==> src/verilog/ramp_adc_pkg.sv <==
// Package: register offsets, fields, reset values and timing counts
// Assumes a 50 MHz mclk and a word-per-offset register port.
package ramp_adc_pkg;
  localparam logic [15:0] ADDR_SOFT_SHUTDOWN = 16'h2061;
  localparam logic [15:0] ADDR_SYS_STATUS = 16'h2062;
  localparam logic [15:0] ADDR_MODE_CONTROL = 16'h2063;
  localparam logic [15:0] ADDR_PWM_PERIOD = 16'h2064;
  localparam logic [15:0] ADDR_DUTY_A = 16'h2065;
  localparam logic [15:0] ADDR_DUTY_B = 16'h2066;
  localparam logic [15:0] ADDR_DUTY_C = 16'h2067;
  localparam logic [15:0] ADDR_SYNC_WIDTH = 16'h2068;
  localparam logic [15:0] ADDR_TRIM = 16'h2069;
  localparam logic [15:0] ADDR_RESULT_BASE = 16'h2070;
  localparam logic [15:0] ADDR_IRQ_STATUS = 16'h2074;
  localparam logic [15:0] ADDR_IRQ_MASK = 16'h2075;
  localparam int FAULT_BIT = 0;
  localparam int AUX_SEL_LSB = 0;
  localparam int RATE_SEL_BIT = 7;
  localparam int IRQ_SYNC_BIT = 0;
  localparam int IRQ_FAULT_BIT = 1;
  localparam logic [15:0] MODE_RESET = 16'h0000;
  localparam logic [15:0] PERIOD_RESET = 16'h0000;
  localparam logic [15:0] SYNC_WIDTH_RESET = 16'h0001;
  localparam logic [2:0] TRIM_RESET = 3'h0;
  localparam logic [11:0] COUNT_MAX = 12'hFFF;
  localparam logic [11:0] RESULT_NONE = 12'h000;
  localparam int NUM_CHANNELS = 4;
endpackage

==> src/verilog/ramp_adc_ctrl.sv <==
// PWM fault shutdown and single-slope ramp converter timing
// Assumes analog comparators and fault pin are asynchronous to mclk.
`timescale 1ns/1ns
module ramp_adc_ctrl
  import ramp_adc_pkg::*;
(
  // Clock and reset
  input wire logic mclk,
  input wire logic sys_rst,
  input wire logic clkEn,
  // Register port
  input wire logic [15:0] regAddr,
  input wire logic [15:0] regWrData,
  input wire logic regWr,
  input wire logic regRd,
  output logic [15:0] regRdData,
  // Fault pin, active low
  input wire logic fault_trip_in_n,
  // Comparators: main 1..3 then auxiliary
  input wire logic [3:0] compTrip,
  // Analog controls
  output logic [1:0] auxSelect,
  output logic [2:0] ramp_current_trim,
  output logic rampReset,
  // PWM
  output logic [5:0] pwmOut,
  output logic cycle_sync_pulse,
  output logic irq
);
  typedef enum {ST_HALT, ST_ARMED, ST_RUN} run_state_t;
  run_state_t state_reg;

  logic faultSync;
  logic [3:0] compSync;
  logic [11:0] timerCount;
  logic timerSat;
  logic [15:0] mode_reg, period_reg, syncWidth_reg;
  logic [15:0] dutyA_reg, dutyB_reg, dutyC_reg;
  logic [15:0] dutyLatA_reg, dutyLatB_reg, dutyLatC_reg;
  logic [2:0] trim_reg;
  logic softShut_reg, softCause_reg, shutLatch_reg;
  logic [3:0] initDone_reg;
  logic [15:0] pwmCnt_reg, syncCnt_reg;
  logic syncActive_reg, syncRise;
  logic [11:0] result_reg [NUM_CHANNELS];
  logic [NUM_CHANNELS-1:0] captured_reg;
  logic [1:0] irqStatus_reg, irqMask_reg;
  logic [5:0] pwmRaw_reg;
  logic shutdown, wrHit, rdSoft, restartOk;

  sync_stage faultSyncer (
    .mclk(mclk),
    .clkEn(clkEn),
    .asyncIn(fault_trip_in_n),
    .syncOut(faultSync)
  );

  genvar g;
  generate
    for (g = 0; g < NUM_CHANNELS; g++) begin : gen_comp
      sync_stage compSyncer (
        .mclk(mclk),
        .clkEn(clkEn),
        .asyncIn(compTrip[g]),
        .syncOut(compSync[g])
      );
    end
  endgenerate

  ramp_timer timer (
    .mclk(mclk),
    .sys_rst(sys_rst),
    .clkEn(clkEn),
    .restart(syncRise),
    .fullRate(mode_reg[RATE_SEL_BIT]),
    .count(timerCount),
    .saturated(timerSat)
  );

  assign wrHit = regWr && regAddr == ADDR_SOFT_SHUTDOWN;
  assign rdSoft = regRd && regAddr == ADDR_SOFT_SHUTDOWN;
  // Latched or software shutdown, plus the pin after the two-flop synchroniser
  assign shutdown = shutLatch_reg || softShut_reg || !faultSync;
  // Pin high, all four timing registers rewritten and software cause read back
  assign restartOk = state_reg == ST_HALT && &initDone_reg && faultSync && !softShut_reg;

  // Configuration registers
  always_ff @(posedge mclk) begin
    if (sys_rst) begin
      mode_reg <= MODE_RESET;
      period_reg <= PERIOD_RESET;
      dutyA_reg <= 16'h0000;
      dutyB_reg <= 16'h0000;
      dutyC_reg <= 16'h0000;
      syncWidth_reg <= SYNC_WIDTH_RESET;
      trim_reg <= TRIM_RESET;
      irqMask_reg <= 2'b00;
    end else if (clkEn && regWr) begin
      if (regAddr == ADDR_MODE_CONTROL) begin
        mode_reg <= regWrData;
      end else if (regAddr == ADDR_PWM_PERIOD) begin
        period_reg <= regWrData;
      end else if (regAddr == ADDR_DUTY_A) begin
        dutyA_reg <= regWrData;
      end else if (regAddr == ADDR_DUTY_B) begin
        dutyB_reg <= regWrData;
      end else if (regAddr == ADDR_DUTY_C) begin
        dutyC_reg <= regWrData;
      end else if (regAddr == ADDR_SYNC_WIDTH) begin
        syncWidth_reg <= regWrData;
      end else if (regAddr == ADDR_TRIM) begin
        trim_reg <= regWrData[2:0];
      end else if (regAddr == ADDR_IRQ_MASK) begin
        irqMask_reg <= regWrData[1:0];
      end
    end
  end

  // Shutdown cause; the read-clear loses to a new write
  always_ff @(posedge mclk) begin
    if (sys_rst) begin
      softShut_reg <= 1'b0;
      softCause_reg <= 1'b0;
      shutLatch_reg <= 1'b0;
    end else if (clkEn) begin
      if (wrHit) begin
        softShut_reg <= 1'b1;
        softCause_reg <= 1'b1;
      end else if (rdSoft) begin
        softShut_reg <= 1'b0;
        softCause_reg <= 1'b0;
      end
      if (!faultSync || wrHit) begin
        shutLatch_reg <= 1'b1;
      end else if (restartOk) begin
        // Held until restart, so RUN never re-trips on a stale latch
        shutLatch_reg <= 1'b0;
      end
    end
  end

  // Restart sequencing after shutdown
  always_ff @(posedge mclk) begin
    if (sys_rst) begin
      state_reg <= ST_ARMED;
      initDone_reg <= 4'hF;
    end else if (clkEn) begin
      case (state_reg)
        ST_RUN: begin
          if (shutdown) begin
            state_reg <= ST_HALT;
            initDone_reg <= 4'h0;
          end
        end
        ST_HALT: begin
          if (regWr && regAddr == ADDR_PWM_PERIOD) initDone_reg[0] <= 1'b1;
          if (regWr && regAddr == ADDR_DUTY_A) initDone_reg[1] <= 1'b1;
          if (regWr && regAddr == ADDR_DUTY_B) initDone_reg[2] <= 1'b1;
          if (regWr && regAddr == ADDR_DUTY_C) initDone_reg[3] <= 1'b1;
          // Writes made while the pin is still low do not count
          if (!faultSync) begin
            initDone_reg <= 4'h0;
          end
          if (restartOk) begin
            state_reg <= ST_ARMED;
          end
        end
        default: begin
          if (!faultSync || wrHit) begin
            state_reg <= ST_HALT;
            initDone_reg <= 4'h0;
          end else begin
            state_reg <= ST_RUN;
          end
        end
      endcase
    end
  end

  // PWM counter and sync pulse timing
  always_ff @(posedge mclk) begin
    if (sys_rst) begin
      pwmCnt_reg <= 16'h0000;
      syncCnt_reg <= 16'h0000;
      syncActive_reg <= 1'b0;
    end else if (clkEn) begin
      if (state_reg == ST_HALT) begin
        pwmCnt_reg <= 16'h0000;
        syncCnt_reg <= 16'h0000;
        syncActive_reg <= 1'b0;
      end else if (pwmCnt_reg >= period_reg) begin
        pwmCnt_reg <= 16'h0000;
        syncActive_reg <= 1'b1;
        syncCnt_reg <= syncWidth_reg;
      end else begin
        pwmCnt_reg <= pwmCnt_reg + 16'h0001;
        if (syncCnt_reg > 16'h0001) begin
          syncCnt_reg <= syncCnt_reg - 16'h0001;
        end else begin
          syncActive_reg <= 1'b0;
        end
      end
    end
  end

  assign syncRise = clkEn && state_reg != ST_HALT && pwmCnt_reg >= period_reg;

  // Duties latch on the sync rising edge
  always_ff @(posedge mclk) begin
    if (sys_rst) begin
      dutyLatA_reg <= 16'h0000;
      dutyLatB_reg <= 16'h0000;
      dutyLatC_reg <= 16'h0000;
    end else if (syncRise) begin
      dutyLatA_reg <= dutyA_reg;
      dutyLatB_reg <= dutyB_reg;
      dutyLatC_reg <= dutyC_reg;
    end
  end

  always_ff @(posedge mclk) begin
    if (sys_rst) begin
      pwmRaw_reg <= 6'b00_0000;
    end else if (clkEn) begin
      pwmRaw_reg[0] <= pwmCnt_reg < dutyLatA_reg;
      pwmRaw_reg[1] <= !(pwmCnt_reg < dutyLatA_reg);
      pwmRaw_reg[2] <= pwmCnt_reg < dutyLatB_reg;
      pwmRaw_reg[3] <= !(pwmCnt_reg < dutyLatB_reg);
      pwmRaw_reg[4] <= pwmCnt_reg < dutyLatC_reg;
      pwmRaw_reg[5] <= !(pwmCnt_reg < dutyLatC_reg);
    end
  end

  // Raw pin gates outputs combinationally, so a trip needs no clock
  assign pwmOut = (fault_trip_in_n && !shutdown) ? pwmRaw_reg : 6'b00_0000;
  assign cycle_sync_pulse = syncActive_reg && fault_trip_in_n && !shutdown;
  assign rampReset = cycle_sync_pulse;

  // Per-channel capture of first trip
  generate
    for (g = 0; g < NUM_CHANNELS; g++) begin : gen_result
      always_ff @(posedge mclk) begin
        if (sys_rst) begin
          result_reg[g] <= RESULT_NONE;
          captured_reg[g] <= 1'b0;
        end else if (clkEn) begin
          if (syncRise) begin
            captured_reg[g] <= 1'b0;
            if (!captured_reg[g]) begin
              result_reg[g] <= RESULT_NONE;
            end
          end else if (compSync[g] && !captured_reg[g] && !syncActive_reg) begin
            result_reg[g] <= timerCount;
            captured_reg[g] <= 1'b1;
          end
        end
      end
    end
  endgenerate

  // Sticky interrupts; a new event beats the write-one clear
  always_ff @(posedge mclk) begin
    if (sys_rst) begin
      irqStatus_reg <= 2'b00;
    end else if (clkEn) begin
      irqStatus_reg <= (irqStatus_reg & ~((regWr && regAddr == ADDR_IRQ_STATUS) ? regWrData[1:0] : 2'b00))
        | {shutdown, syncRise && !shutdown};
    end
  end

  assign irq = |(irqStatus_reg & irqMask_reg);
  assign auxSelect = mode_reg[AUX_SEL_LSB +: 2];
  assign ramp_current_trim = trim_reg;

  // Read port
  always_ff @(posedge mclk) begin
    if (sys_rst) begin
      regRdData <= 16'h0000;
    end else if (clkEn) begin
      regRdData <= 16'h0000;
      if (regRd) begin
        if (regAddr == ADDR_SOFT_SHUTDOWN) begin
          regRdData <= {15'h0000, softCause_reg};
        end else if (regAddr == ADDR_SYS_STATUS) begin
          regRdData <= {15'h0000, faultSync};
        end else if (regAddr == ADDR_MODE_CONTROL) begin
          regRdData <= mode_reg;
        end else if (regAddr == ADDR_PWM_PERIOD) begin
          regRdData <= period_reg;
        end else if (regAddr == ADDR_SYNC_WIDTH) begin
          regRdData <= syncWidth_reg;
        end else if (regAddr == ADDR_TRIM) begin
          regRdData <= {13'h0000, trim_reg};
        end else if (regAddr[15:2] == ADDR_RESULT_BASE[15:2]) begin
          regRdData <= {4'h0, result_reg[regAddr[1:0]]};
        end else if (regAddr == ADDR_IRQ_STATUS) begin
          regRdData <= {14'h0000, irqStatus_reg};
        end else if (regAddr == ADDR_IRQ_MASK) begin
          regRdData <= {14'h0000, irqMask_reg};
        end
      end
    end
  end

  a_fault_blocks_pwm: assert property (@(posedge mclk) disable iff (sys_rst)
    !fault_trip_in_n |-> pwmOut == 6'b00_0000 && !cycle_sync_pulse)
    else $error("PWM active during fault");
  a_soft_write_stops: assert property (@(posedge mclk) disable iff (sys_rst)
    clkEn && wrHit |=> pwmOut == 6'b00_0000 && softCause_reg)
    else $error("Soft shutdown did not stop PWM");
  a_soft_read_clears: assert property (@(posedge mclk) disable iff (sys_rst)
    clkEn && rdSoft && !wrHit |=> !softCause_reg)
    else $error("Shutdown cause not cleared by read");
  a_status_fault: assert property (@(posedge mclk) disable iff (sys_rst)
    clkEn && regRd && regAddr == ADDR_SYS_STATUS |=> regRdData[0] == $past(faultSync))
    else $error("Status bit does not show fault level");
  a_aux_select: assert property (@(posedge mclk) disable iff (sys_rst)
    clkEn && regWr && regAddr == ADDR_MODE_CONTROL |=> auxSelect == $past(regWrData[1:0]))
    else $error("Aux select mismatch");
  a_timer_restart: assert property (@(posedge mclk) disable iff (sys_rst)
    syncRise |=> timerCount == 12'h000)
    else $error("Timer not restarted at sync");
  a_result_bound: assert property (@(posedge mclk) disable iff (sys_rst)
    timerSat && !syncRise |=> timerCount == COUNT_MAX)
    else $error("Timer passed 4095");
  a_halt_holds: assert property (@(posedge mclk) disable iff (sys_rst)
    state_reg == ST_HALT && !(&initDone_reg) |=> state_reg == ST_HALT)
    else $error("Restart before initialisation");
  a_no_trip_zero: assert property (@(posedge mclk) disable iff (sys_rst)
    syncRise && !captured_reg[0] |=> result_reg[0] == RESULT_NONE)
    else $error("Missing trip not zero");
endmodule

==> src/verilog/sync_stage.sv <==
// Two-flop synchroniser for one level from another domain
// Assumes the input is quasi-static relative to mclk.
`timescale 1ns/1ns
module sync_stage
  import ramp_adc_pkg::*;
(
  // Clock
  input wire logic mclk,
  input wire logic clkEn,
  // Data
  input wire logic asyncIn,
  output logic syncOut
);
  logic meta_reg;

  always_ff @(posedge mclk) begin
    if (clkEn) begin
      meta_reg <= asyncIn;
      syncOut <= meta_reg;
    end
  end
endmodule

==> src/verilog/ramp_timer.sv <==
// Shared 12-bit conversion timer, restarted by the sync pulse
// Assumes restart and rate select come from mclk logic.
`timescale 1ns/1ns
module ramp_timer
  import ramp_adc_pkg::*;
(
  // Clock and reset
  input wire logic mclk,
  input wire logic sys_rst,
  input wire logic clkEn,
  // Control
  input wire logic restart,
  input wire logic fullRate,
  // Count
  output logic [11:0] count,
  output logic saturated
);
  logic halfPhase_reg;

  always_ff @(posedge mclk) begin
    if (sys_rst) begin
      count <= 12'h000;
      halfPhase_reg <= 1'b0;
    end else if (clkEn) begin
      if (restart) begin
        count <= 12'h000;
        halfPhase_reg <= 1'b0;
      end else begin
        halfPhase_reg <= ~halfPhase_reg;
        // Saturate so counts never pass 4095
        if ((fullRate || halfPhase_reg) && count != COUNT_MAX) begin
          count <= count + 12'h001;
        end
      end
    end
  end

  assign saturated = (count == COUNT_MAX);
endmodule

==> config.mk <==
export PLATFORM = sky130hd
export DESIGN_NAME = ramp_adc_ctrl
export DESIGN_NICKNAME = d
export VERILOG_FILES = /design/src/verilog/ramp_adc_pkg.sv /design/src/verilog/ramp_adc_ctrl.sv /design/src/verilog/sync_stage.sv /design/src/verilog/ramp_timer.sv
export SDC_FILE = /design/constraint.sdc
export NUM_CORES = 1
export LEC_CHECK = 0
export BUFFER_PORTS_ARGS = -buffer_cell sky130_fd_sc_hd__buf_2
export CELL_PAD_IN_SITES_DETAIL_PLACEMENT = 0
export CELL_PAD_IN_SITES_GLOBAL_PLACEMENT = 1
export CORE_AREA = 8 8 176 345
export DETAILED_ROUTE_END_ITERATION = 7
export DIE_AREA = 0 0 184 353
export PLACE_DENSITY = 0.54
export SYNTH_ARGS = -nofsm -noshare
export SYNTH_HDL_FRONTEND = slang
export SYNTH_HIERARCHICAL = 1
export SYNTH_SLANG_ARGS = --single-unit
==> constraint.sdc <==
create_clock -name mclk -period 3.89 [get_ports mclk]
set_input_delay 0.778 -clock mclk [delete_from_list [all_inputs] [get_ports mclk]]
set_output_delay 0.778 -clock mclk [all_outputs]
set_load 0.01 [all_outputs]
==> summary.txt <==
Hold_ws = 0.377 ns
CP Launch Type = flip-flop
Placed instance area = 15300 µm²
Synth Area in Adders = 0.0584
Ys flop type = dfxtp_1
CTS sink cnt = 289
WL/cell = 22.6 µm
WP buf/inv = 1
Max-cap viol count = 0
Pwr dens = 406 nW/µm²
Leak pwr = 5.70 nW
Setup violators final = 0
Clock skew = 0.0290 ns
RD Place Congestion = 0.880
DR iter-0 viols = 711
Slew headroom = 0.370
Post_cts resized = 0
Compound-cell area share of the yosys netlist = 0.160
Post-synth EDFFs = 58
Die Wd = 184 µm
RSZ-0062 raised after global routing = false
Ratio of final minimum period to clock period = 0.772
Max stage delay on crit path = 0.40 ns
Largest family of logic cells by synthesized area = simple AND/OR/NAND/NOR gates
Status = completed
Site Rows = 123
Post-CTS Repair Setup Buffers = 0
CP Class = reg -> reg
Largest net degree at the start of global routing = 67
Multiplexer share of the synthesized area = 0.0497
Initial Util = 0.249
CTS Buffer Depth = 3
Core box area = 56000 µm²
Initial antenna violation count = 2
Post-CTS Hold Fix Bufs = 0
Simple-gate share of the synthesized area = 0.207
Post-synth ARST share = 0
Arrival time worst endpoint = 3.52 ns
Synth Instances = 1553
Maximum VDD drop = 0.000272 V
Clock Root Buffer = clkbuf_16
Routed wire length = 53.7 mm
Crit Path Max Fanout = 9
Dpl hpwl = 40.3 mm
Final hold viol count = 0
Average cell area after synthesis = 8.97 µm²
CTS Buf Count = 30
I/O Pins = 72
Critical-path cell list = inv_1 > ha_1 > and3_1 > o21ai_1 > o211ai_1 > a21oi_4 > nor2_1 > nand2b_1 > or2_2 > or4_1 > a21oi_1
Synthesized net count = 1660
Tmin final = 3.00 ns
Top-area cell type share of the netlist area = 0.332
TNS Setup = 0 ns
DIE AREA = 65000 µm²
DRT Pass-1 Iters = 8
Core Util, Final = 0.291
CP required = 4.40 ns
Count of cell types in the netlist = 80
Vias in the first global route = 12100
Worst-Skew Late Latency = 0.59 ns
Flops & latches, synth = 289
Synth-to-layout area growth = 17.1%
DR DRC count = 0
Achievable clock frequency = 333 MHz
H-tree depth = 1
Cell at the slowest stage of the critical path = or4_1
Die height = 353 µm
CP endpoint kind = flip-flop
Total power = 0.00662 W
IO buf count = 71
Register area share after synthesis = 0.457
Layout cells sized above 1 = 0.132
Crit-path leading delay family = simple AND/OR/NAND/NOR gates
Ys Warns = 6
Synth top area cells = dfxtp_1 (33%), edfxtp_1 (12%), ha_1 (5.8%)
CTS tree = done
GRT Util Overall = 0.163
Vias per inst = 4.97
Nets = 1714
Slew @ Worst Pin = 0.941 ns
Wire length of the first global-routing pass = 79.1 mm
Clock slew at reported path FFs = 0.07 ns
Area leader, netlist = dfxtp_1
Xor/xnor share of the synthesized area = 0.0145
Design area = 16300 µm²
Worst hold path type = in -> reg
Max reg flops = 48
Vias after detailed routing = 11800
Slew Viols, Final = 0
Grt ovf = 0
Synthesized area = 13900 µm²
Post-route ant nets = 0
==> cell usage in the layout, fill, tap and decap left out, types with 54 or more instances in the layout <==
| cell | n |
|---|---|
| nand3_1 | 108 |
| ha_1 | 65 |
| and2_1 | 55 |
| edfxtp_1 | 58 |
| buf_4 | 54 |
| nand2_1 | 202 |
| inv_1 | 81 |
| nor2_1 | 82 |
| o21ai_0 | 82 |
| dfxtp_1 | 231 |
| buf_2 | 70 |
| a21oi_1 | 141 |
==> cell usage after synthesis (all sizes together) (8+ instances only) <==
cell type    n
a31oi       18
nor2        84
nand2b       8
inv         81
o21ai       84
clkbuf      81
nor3        14
mux2i       41
and2        55
nor4        19
xor2        16
nand2      202
dfxtp      231
o211ai       8
edfxtp      58
nand4       12
mux4        12
a21o        17
and3        19
or4         13
buf         23
a21oi      142
or3          8
nand3      108
o31ai       11
ha          65
o221ai      12
a221oi      11
==> cell type report <==
type	count	area (µm²)
clock buffers	41	823
flip-flops and latches	289	6370
repair buffers	126	787
inverters	81	304
clock inverters	15	205
diodes	1	2.50
fillers	6053	39700
well taps	750	938
multi-input cells	1079	6890
==> routing by layer <==
| metal | vias to the layer above | share of wire | global-route usage |
|---|---|---|---|
| li1 | 5660 | - | - |
| met1 | 5762 | 0.34 | 0.156 |
| met2 | 295 | 0.56 | 0.321 |
| met3 | 113 | 0.036 | 0.0202 |
| met4 | 0 | 0.063 | 0.0964 |
| met5 | - | 0 | 0 |
==> cell families (layout without fill, tap and decap cells) <==
kind of cell | count (synthesis) | after routing
and+or+nand+nor | 575 | 575
DFF | 289 | 289
AOI/OAI and AO/OA | 362 | 362
adders and majority gates | 65 | 65
buffers and inverters | 185 | 263
other | 0 | 1
xor gates and xnor gates | 23 | 23
muxes | 54 | 54
==> through the flow <==
stage / std cells / setup slack (ns)
after floorplan: 1553 / 0.625
after detailed placement: 2325 / 0.729
after global routing: 2381 / 0.702
after global placement: 2325 / 0.794
after CTS: 2381 / 0.855
final: 2382 / 0.887
==> path summary, 6_finish.rpt <==
path | startpoint | end | slack [ns] | cells past startpoint
hold reg to reg | gen_comp[1].compSyncer/meta_reg | gen_comp[1].compSyncer/syncOut | 0.42 | 0
setup / recovery | period_reg[11] | timer/count[5] | 0.89 | 11
hold / removal | compTrip[0] | gen_comp[0].compSyncer/meta_reg | 0.38 | 1
setup reg to reg | period_reg[11] | timer/count[5] | 0.89 | 11
==> worst reg2reg max path, stage by stage, from the launching register on <==
cell      delay (ns)
dfxtp_1         0.38
inv_1           0.07
ha_1            0.32
and3_1          0.19
o21ai_1         0.14
o211ai_1        0.30
a21oi_4         0.23
nor2_1          0.10
nand2b_1        0.29
or2_2           0.36
or4_1           0.40
a21oi_1         0.15
==> power breakdown <==
group	leakage (nW)	internal, W	switching [W]	total (W)
Sequential	2.49	0.00311	0.0000275	0.00314
Clock	0.494	0.00181	0.00130	0.00311
Combinational	2.72	0.000107	0.000268	0.000376
Total	5.70	0.00502	0.00159	0.00662
No activity file was read; power rests on OpenSTA's default activity.
